### src/asf_cfg.svh
// offsets, field positions and reset values of the serial status block
`ifndef ASF_CFG_SVH
`define ASF_CFG_SVH

// ====================================================================
// register byte offsets
`define ASF_OFS_STATUS 4'h0
`define ASF_OFS_DATA 4'h4
`define ASF_OFS_CTRL 4'h8

// ====================================================================
// status field positions
`define ASF_TX_EMPTY 7
`define ASF_TX_DONE 6
`define ASF_RX_READY 5
`define ASF_IDLE 4
`define ASF_OVERRUN 3
`define ASF_NOISE 2
`define ASF_FRAMING 1
`define ASF_PARITY 0

// ====================================================================
// control field positions
`define ASF_C_TX_EMPTY_IE 7
`define ASF_C_TX_DONE_IE 6
`define ASF_C_RECEIVE_IE 5
`define ASF_C_IDLE_IE 4
`define ASF_C_WORD9 3
`define ASF_C_PARITY_EN 2
`define ASF_C_PARITY_SEL 1
`define ASF_C_PARITY_IE 0

// ====================================================================
// reset values and clear groups
`define ASF_STATUS_RST 8'hc0
`define ASF_CTRL_RST 8'h00
`define ASF_RX_CLR_MASK 8'h3f
`define ASF_TX_CLR_MASK 8'hc1

`endif

### src/asf_pkg.sv
// types shared by the serial status block
package asf_pkg;
  typedef enum logic [0:0] {
    ASF_BUS_IDLE = 1'b0,
    ASF_BUS_ACK = 1'b1
  } asf_bus_st_t;
endpackage

### src/asf_bit_voter.sv
// majority vote and noise detect over the mid-bit samples
`timescale 1ns/100ps
`default_nettype none
module asf_bit_voter
  import asf_pkg::*;
(
  input wire logic core_clk, // 125 MHz clock
  input wire logic rstn, // sync reset, active low
  input wire logic ce, // clock enable
  input wire logic frame_start, // start of a received frame
  input wire logic bit_stb, // samples of one bit are ready
  input wire logic [2:0] mid_samples, // samples 8, 9 and 10
  output logic bit_val_q, // voted bit value
  output logic frame_noise_q // noise seen in this frame
);
  logic maj;
  logic mism;

  assign maj = (mid_samples[0] & mid_samples[1])
             | (mid_samples[0] & mid_samples[2])
             | (mid_samples[1] & mid_samples[2]);
  assign mism = ~(&mid_samples) & (|mid_samples);

  always_ff @(posedge core_clk)
  begin
    if (!rstn)
      bit_val_q <= 1'b0;
    else if (ce && bit_stb)
      bit_val_q <= maj;
  end

  always_ff @(posedge core_clk)
  begin
    if (!rstn)
      frame_noise_q <= 1'b0;
    else if (ce && frame_start)
      frame_noise_q <= 1'b0;
    else if (ce && bit_stb && mism)
      frame_noise_q <= 1'b1;
  end
endmodule
`default_nettype wire

### src/asf_status_core.sv
// status flags, clear sequences and register port of the serial block
//
// Chosen here: the Avalon-MM register port and the placing of the registers.
`timescale 1ns/100ps
`default_nettype none
`include "asf_cfg.svh"
module asf_status_core
  import asf_pkg::*;
(
  input wire logic core_clk, // 125 MHz clock
  input wire logic rstn, // sync reset, active low
  input wire logic ce, // clock enable, freezes all state
  input wire logic [3:0] avs_address, // byte address
  input wire logic avs_read, // read request
  input wire logic avs_write, // write request
  input wire logic [3:0] avs_byteenable, // byte lanes
  input wire logic [31:0] avs_writedata, // write data
  output logic [31:0] avs_readdata, // read data
  output logic avs_waitrequest, // stall
  input wire logic tx_load, // holding moved into tx shifter
  input wire logic tx_frame_done, // tx frame finished
  input wire logic tx_frame_is_data, // that frame carried data
  output logic [7:0] tx_hold_q, // tx holding contents
  output logic tx_hold_full, // tx holding awaits the shifter
  input wire logic rx_frame_start, // rx frame begins
  input wire logic rx_bit_stb, // mid-bit samples ready
  input wire logic [2:0] rx_mid_samples, // samples 8, 9, 10
  output logic rx_bit_val, // voted bit value
  input wire logic rx_word_stb, // rx shifter word complete
  input wire logic [8:0] rx_word, // received word incl parity
  input wire logic rx_frame_fault, // desync, noise or break
  input wire logic idle_detect, // idle line seen
  output logic [7:0] ctrl_q, // control register
  output logic irq // shared interrupt request
);
  // ==================================================================
  // bus slave
  asf_bus_st_t bus_q;
  logic req;
  logic acc;
  logic sel_stat;
  logic sel_data;
  logic sel_ctrl;
  logic stat_acc;
  logic data_rd;
  logic data_wr;
  logic ctrl_wr;
  logic [31:0] rdata_q;
  logic [7:0] stat_q;
  logic [7:0] stat_d;
  logic [7:0] rx_hold_q;

  assign req = avs_read | avs_write;
  assign avs_waitrequest = req & ((bus_q != ASF_BUS_ACK) | ~ce);
  assign acc = ce & req & (bus_q == ASF_BUS_ACK);
  assign sel_stat = (avs_address == `ASF_OFS_STATUS);
  assign sel_data = (avs_address == `ASF_OFS_DATA);
  assign sel_ctrl = (avs_address == `ASF_OFS_CTRL);
  assign stat_acc = acc & sel_stat;
  assign data_rd = acc & avs_read & sel_data;
  assign data_wr = acc & avs_write & sel_data & avs_byteenable[0];
  assign ctrl_wr = acc & avs_write & sel_ctrl & avs_byteenable[0];
  assign avs_readdata = rdata_q;

  always_ff @(posedge core_clk)
  begin
    if (!rstn)
      bus_q <= ASF_BUS_IDLE;
    else if (ce)
    begin
      case (bus_q)
        ASF_BUS_IDLE: bus_q <= req ? ASF_BUS_ACK : ASF_BUS_IDLE;
        ASF_BUS_ACK: bus_q <= ASF_BUS_IDLE;
        default: bus_q <= ASF_BUS_IDLE;
      endcase
    end
  end

  // read data latched one cycle ahead of the answer
  always_ff @(posedge core_clk)
  begin
    if (!rstn)
      rdata_q <= 32'h0000_0000;
    else if (ce && avs_read && bus_q == ASF_BUS_IDLE)
    begin
      if (sel_stat)
        rdata_q <= {24'h00_0000, stat_q};
      else if (sel_data)
        rdata_q <= {24'h00_0000, rx_hold_q};
      else if (sel_ctrl)
        rdata_q <= {24'h00_0000, ctrl_q};
      else
        rdata_q <= 32'h0000_0000;
    end
  end

  always_ff @(posedge core_clk)
  begin
    if (!rstn)
      ctrl_q <= `ASF_CTRL_RST;
    else if (ctrl_wr)
      ctrl_q <= avs_writedata[7:0];
  end

  // ==================================================================
  // clear sequence: arm on status access, act on next data access
  logic arm_q;
  logic [7:0] snap_q;
  logic [7:0] clr;

  always_ff @(posedge core_clk)
  begin
    if (!rstn)
    begin
      arm_q <= 1'b0;
      snap_q <= 8'h00;
    end
    else if (stat_acc)
    begin
      arm_q <= 1'b1;
      snap_q <= stat_q;
    end
    else if (data_rd || (acc && sel_data && avs_write))
      arm_q <= 1'b0;
  end

  always_comb
  begin
    clr = 8'h00;
    if (arm_q && data_rd)
      clr = snap_q & `ASF_RX_CLR_MASK;
    if (arm_q && data_wr)
      clr = clr | (snap_q & `ASF_TX_CLR_MASK);
  end

  // ==================================================================
  // transmit side
  always_ff @(posedge core_clk)
  begin
    if (!rstn)
      tx_hold_q <= 8'h00;
    else if (data_wr)
      tx_hold_q <= avs_writedata[7:0];
  end

  assign tx_hold_full = ~stat_q[`ASF_TX_EMPTY];

  // ==================================================================
  // receive side
  logic frame_noise;
  logic word_ok;
  logic word_ovr;
  logic par_fail;
  logic idle_ok_q;
  logic [8:0] par_bits;

  asf_bit_voter u_voter (
    .core_clk(core_clk),
    .rstn(rstn),
    .ce(ce),
    .frame_start(rx_frame_start),
    .bit_stb(rx_bit_stb),
    .mid_samples(rx_mid_samples),
    .bit_val_q(rx_bit_val),
    .frame_noise_q(frame_noise)
  );

  assign word_ok = rx_word_stb & ~stat_q[`ASF_RX_READY];
  assign word_ovr = rx_word_stb & stat_q[`ASF_RX_READY];
  // 8 bits with parity for short words, 9 for long words
  assign par_bits = ctrl_q[`ASF_C_WORD9] ? rx_word : {1'b0, rx_word[7:0]};
  assign par_fail = ctrl_q[`ASF_C_PARITY_EN]
                  & ((^par_bits) ^ ctrl_q[`ASF_C_PARITY_SEL]);

  always_ff @(posedge core_clk)
  begin
    if (!rstn)
      rx_hold_q <= 8'h00;
    else if (ce && word_ok)
      rx_hold_q <= rx_word[7:0];
  end

  always_ff @(posedge core_clk)
  begin
    if (!rstn)
      idle_ok_q <= 1'b1;
    else if (ce && word_ok)
      idle_ok_q <= 1'b1;
    else if (ce && idle_detect && idle_ok_q)
      idle_ok_q <= 1'b0;
  end

  // ==================================================================
  // status flags: set wins over clear
  always_comb
  begin
    stat_d = stat_q & ~clr;
    if (tx_load)
      stat_d[`ASF_TX_EMPTY] = 1'b1;
    if (tx_frame_done && tx_frame_is_data)
      stat_d[`ASF_TX_DONE] = 1'b1;
    if (word_ok)
    begin
      stat_d[`ASF_RX_READY] = 1'b1;
      if (frame_noise)
        stat_d[`ASF_NOISE] = 1'b1;
      if (rx_frame_fault)
        stat_d[`ASF_FRAMING] = 1'b1;
      if (par_fail)
        stat_d[`ASF_PARITY] = 1'b1;
    end
    if (word_ovr)
      stat_d[`ASF_OVERRUN] = 1'b1;
    if (idle_detect && idle_ok_q)
      stat_d[`ASF_IDLE] = 1'b1;
  end

  always_ff @(posedge core_clk)
  begin
    if (!rstn)
      stat_q <= `ASF_STATUS_RST;
    else if (ce)
      stat_q <= stat_d;
  end

  // ==================================================================
  // shared interrupt
  assign irq = (stat_q[`ASF_TX_EMPTY] & ctrl_q[`ASF_C_TX_EMPTY_IE])
    | (stat_q[`ASF_TX_DONE] & ctrl_q[`ASF_C_TX_DONE_IE])
    | ((stat_q[`ASF_RX_READY] | stat_q[`ASF_OVERRUN])
       & ctrl_q[`ASF_C_RECEIVE_IE])
    | (stat_q[`ASF_IDLE] & ctrl_q[`ASF_C_IDLE_IE])
    | (stat_q[`ASF_PARITY] & ctrl_q[`ASF_C_PARITY_IE]);
endmodule
`default_nettype wire

### config.mk
export PLATFORM = sky130hd
export DESIGN_NAME = asf_status_core
export DESIGN_NICKNAME = d
export VERILOG_FILES = /design/src/asf_pkg.sv /design/src/asf_bit_voter.sv /design/src/asf_status_core.sv
export VERILOG_INCLUDE_DIRS = /design/src /design/src/src
export SDC_FILE = /design/constraint.sdc
export NUM_CORES = 1
export LEC_CHECK = 0
export BUFFER_PORTS_ARGS = -buffer_cell sky130_fd_sc_hd__buf_4
export CELL_PAD_IN_SITES_DETAIL_PLACEMENT = 1
export CELL_PAD_IN_SITES_GLOBAL_PLACEMENT = 1
export CORE_MARGIN = 2
export CORE_UTILIZATION = 34
export CTS_BUF_LIST = sky130_fd_sc_hd__clkbuf_4 sky130_fd_sc_hd__clkbuf_8
export DETAILED_ROUTE_END_ITERATION = 16
export PLACE_DENSITY_LB_ADDON = 0.1
export SYNTH_ARGS = -nofsm -noshare
export SYNTH_HDL_FRONTEND = slang
export SYNTH_HIERARCHICAL = 1
export SYNTH_SLANG_ARGS = --single-unit
export TNS_END_PERCENT = 1
### constraint.sdc
create_clock -name core_clk -period 4.45 [get_ports core_clk]
set_clock_uncertainty 0.05 [all_clocks]
set_input_delay 0.6675 -clock core_clk [delete_from_list [all_inputs] [get_ports core_clk]]
set_output_delay 0.6675 -clock core_clk [all_outputs]
set_load 0.02 [all_outputs]
======== Word-level counts from Yosys, hierarchy flattened ========
Index checks and enable logic that the tools add are counted.
W data, S select, Z words.
operators by class
  $add $sub $neg .......................... 0
  $mul .................................... 0
  div/mod/pow operators ................... 0
  $lt $le $gt $ge ......................... 0
  eq/ne operators ......................... 2
  shift-type cells ........................ 0
  mux-type cells .......................... 19
  bitwise logic cells ..................... 42
  reductions and logical operators ........ 22
operator list
  kind                  number
  $mux W8               4
  $and A1 B1 Y1         23
  $logic_and A1 B1 Y1   14
  $mux W1               11
  $mux W9               1
  $or A1 B1 Y1          9
  $reduce_xor A9 Y1     1
  $and A8 B8 Y8         1
  $not A8 Y8            1
  $or A8 B8 Y8          1
  $mux W6               1
  $not A1 Y1            6
  $eq A4 B3 Y1 const B  1
  $eq A4 B4 Y1 const B  1
  $logic_not A4 Y1      1
  $reduce_or A2 Y1      2
  $mux W3               1
  $reduce_and A3 Y1     1
  $reduce_or A3 Y1      1
  $pmux W1 S2           1
  $reduce_bool A2 Y1    1
  $logic_or A1 B1 Y1    1
  $xor A1 B1 Y1         1
storage, ports and cells
  register bits after elaboration ......... 77
  latch bits .............................. 0
  bits in writable memories ............... 0
  ROM bits ................................ 0
  word-level logic and storage cells ...... 96
  memories ................................ 0

======== Logic depth before layout (Yosys ltp) ========
  word-level depth ........................ 13
  depth in mapped cells ................... 6
  gate-level depth less buffers ........... 4

======== Cells and area by module ========
Netlist, hierarchy kept.
by module, submodules not included
  module           times used  cells an instance  area each (sq um)  sequential area each (sq um)
  asf_status_core  1           281                2411.1             1021.0
  asf_bit_voter    1           11                 110.1              40.0

======== Least setup slack after synthesis ========
No wires, ideal clock.
  path type ............................... in2out
  from .................................... input port ce
  to ...................................... output port avs_waitrequest
  data arrival time ....................... 1224 ps
  setup slack ............................. 2508 ps
  stages .................................. 2
  cells stage by stage .................... clkbuf_1 -> a21oi_1
between the ends
  longest elaborated chain between the ends .. 3
ends and longest elaborated chain
  item             RTL line               source
  start, declared  asf_status_core.sv:12  input wire logic ce,
  $not A1 Y1       asf_status_core.sv:54  assign avs_waitrequest = req & ((bus_q != ASF_BUS_ACK) | ~ce);
  $or A1 B1 Y1     asf_status_core.sv:54
  $and A1 B1 Y1    asf_status_core.sv:54
  end, declared    asf_status_core.sv:19  output logic avs_waitrequest,
Every way passes these cells.

======== Final worst setup path ========
  from .................................... input port avs_read
  to ...................................... output port avs_waitrequest
between the ends
  longest elaborated chain between the ends .. 2
ends and longest elaborated chain
  item             RTL line               source
  start, declared  asf_status_core.sv:14  input wire logic avs_read,
  $or A1 B1 Y1     asf_status_core.sv:53  assign req = avs_read | avs_write;
  $and A1 B1 Y1    asf_status_core.sv:54
Every way passes these cells.

==> impl_metrics.toml <==
[worst_setup_path]
r2r_slack_ns = 2.74
cp.required_ns = 3.73
cpMaxStageDelayCell = "nor2_1"
reg2reg_to = "avs_readdata[7]"
arrival_ns = 1.30
path_max_fanout = 4
cpLargestDelayFamily = "buffers and inverters"
reg2reg_depth = 3
cp_slowest_stage_delay_ns = 0.25
crit_top_cell = "buf_4"
rr_startpoint = "bus_q"
path_cells = "buf_4 > nor2_1 > a21oi_1 > buf_4"
end_kind = "primary output"
worst-path-buf-inv = 2
cp-start-kind = "primary input"
crit_start = "avs_read"
worstSetupPathType = "primary input to primary output"

[synthesis]
synthDistinctLibCells = 41
synthesis.area_mm2 = 0.00252
synth_edf_count = 0
yosysSeqAreaShare_pct = 42.1
ys.flop_type = "dfxtp_1"
avgSynthCellArea_um2 = 8.63
synth_cells = 292
yosys_warnings = 6
async_flop_share_pct = 0
ys_ff_latch = 53

[placed_design]
io_buffers = 65
placed_cells = 445
place_congestion = 0.750
place_hpwl_mm = 4.94

[drt]
drtIter0Drc = 60
via_per_inst = 4.72
route.detailed.wl_per_inst_um = 14.4
drc = 0
ant_nets = 0
vias = 2139
first_pass_iters = 4
routed_wl_mm = 6.54

[global_routing]
met1_usage_pct = 21.7
grtUsageMet3_pct = 4.86
grt_pass1_wl_mm = 10.8
grt_start_max_net_pins = 28
overflow = 0
met2_usage_pct = 25.6
grt_pass1_vias = 2112
grt_use_total_pct = 16.3
grt_busiest_layer = "met2"
antenna_found_initial = 0

[sta]
fmax_mhz = 495
relSlewSlack_pct = 46.8
slew_viol_final = 0
min_period_ns = 2.02
max_slew.worst_pin.slew_ns = 0.795
hold_viol = 0
fin_crit_sh_pct = 45.4
holdWs_ns = 0.408
fin_tns_setup_ns = 0
rsz0062_at_grt = "false"
finalSetupViolCount = 0

[clock_network]
holdBufCountCts = 0
cts_max_level = 2
cts_resized = 0
cts-buffers-inserted = 5
clock_latency_ns = 0.30
tritoncts = "built"
cts_root_buf = "clkbuf_8"
cts_buffer_depth = 2
clkSinkCount = 53
path_clk_slew_ns = 0.09
cts_setup_buffers = 0

[power]
p_leak_uw = 0.00127
power_uw = 892
p_per_area_mw_per_mm2 = 287
vdd_drop_max_uv = 122

[die]
dieArea_mm2 = 0.00812
dieHeight_um = 90.1
start_util_pct = 34.9
rows = 31
coreArea_mm2 = 0.00721
pin_count = 117
die_width_um = 90.1

[cells_and_area]
antennaDiodeCount = 0
post-route-util_pct = 43.1
num-fill-cells = 902
layout_commonest_cell = "buf_4"
drive_gt1_share_pct = 23.7
fin_cells = 453
nets = 418
area_delta_synth_final_pct = 23.3
layout_common_cells = "69 x buf_4, 53 x dfxtp_1, 36 x nor2_1"

[run]
maxCapViolations = 0

[hold_path]
hp-start = "avs_readdata[7]"
hold_class = "register to register"
min_to = "avs_readdata[7]"
hold_depth = 2

[outcome]
outcome = "complete, no violations"
## area by class of cell
type	instances	area [um2]	area share, %
sequential	53	1060	34.1
inverter	8	30.0	0.966
clock buffer	8	91.3	2.94
multi-input combinational	216	1280	41.3
timing repair buffer	69	518	16.7
tap	99	124	3.98
## worst reg2reg max path, cell delays in order (launching register included)
cell,delay (ns)
dfxtp_1,0.38
nand3b_1,0.52
or3_1,0.56
a21oi_1,0.13
## routing by layer
metal / up-vias / part of all wire [%]
met3: 8 / 8.0
met5: - / 0
met4: 0 / 1.2
met2: 73 / 44
li1: 1063 / -
met1: 995 / 47
## where the power goes
| part | total [uW] | internal (uW) | switching, uW |
|---|---|---|---|
| registers | 491 | 483 | 8.06 |
| logic | 119 | 49.3 | 70.1 |
| clock network | 281 | 131 | 151 |
## sequential cells by signal (all words and copies together), names as in the netlist, 8 cells and up
| register | flops |
|---|---|
| avs_readdata | 8 |
| ctrl_q | 8 |
| rx_hold_q | 8 |
| snap_q | 8 |
| stat_q | 8 |
| tx_hold_q | 8 |
## cell families (layout without fill, tap and decap cells)
kind of cell / Yosys count / in the layout / share of synthesized area (%)
AOI/OAI and AO/OA: 50 / 50 / 12.2
xor gates and xnor gates: 8 / 8 / 3.33
adders and majority gates: 1 / 1 / 0.447
buffers and inverters: 46 / 85 / 10.8
DFF: 53 / 53 / 42.1
muxes: 25 / 25 / 9.93
other: 1 / 24 / 0.149
and+or+nand+nor: 108 / 108 / 21.0
## how the worst max path moves through the flow
| stage | end | slack [ns] | cells after the start |
|---|---|---|---|
| after floorplan | avs_waitrequest | 2.51 | 2 |
| after global placement | stat_q[6] | 2.18 | 7 |
| after detailed placement | stat_q[6] | 2.11 | 7 |
| after CTS | avs_waitrequest | 2.42 | 4 |
| after global routing | avs_waitrequest | 2.36 | 4 |
| final | avs_waitrequest | 2.43 | 4 |
## stage by stage
step / setup slack, ns / area [um2]
after floorplan: 2.51 / 2610
after global placement: 2.18 / 3020
after detailed placement: 2.11 / 3020
after CTS: 2.42 / 3110
after global routing: 2.36 / 3110
final: 2.43 / 3110
## synth_stat cells, types with 5 or more instances
| cell type | n | area (um2) |
|---|---|---|
| inv_1 | 8 | 30.0 |
| dfxtp_1 | 53 | 1060 |
| o21ai_1 | 6 | 30.0 |
| or3_1 | 8 | 50.1 |
| clkbuf_1 | 10 | 37.5 |
| nand2_1 | 34 | 128 |
| xnor2_1 | 5 | 43.8 |
| nor2_1 | 36 | 135 |
| buf_4 | 26 | 195 |
| nand3_1 | 8 | 40.0 |
| mux2i_1 | 25 | 250 |
| a22oi_1 | 10 | 75.1 |
| a21oi_1 | 24 | 120 |
Power figures use the tool's default switching activity.
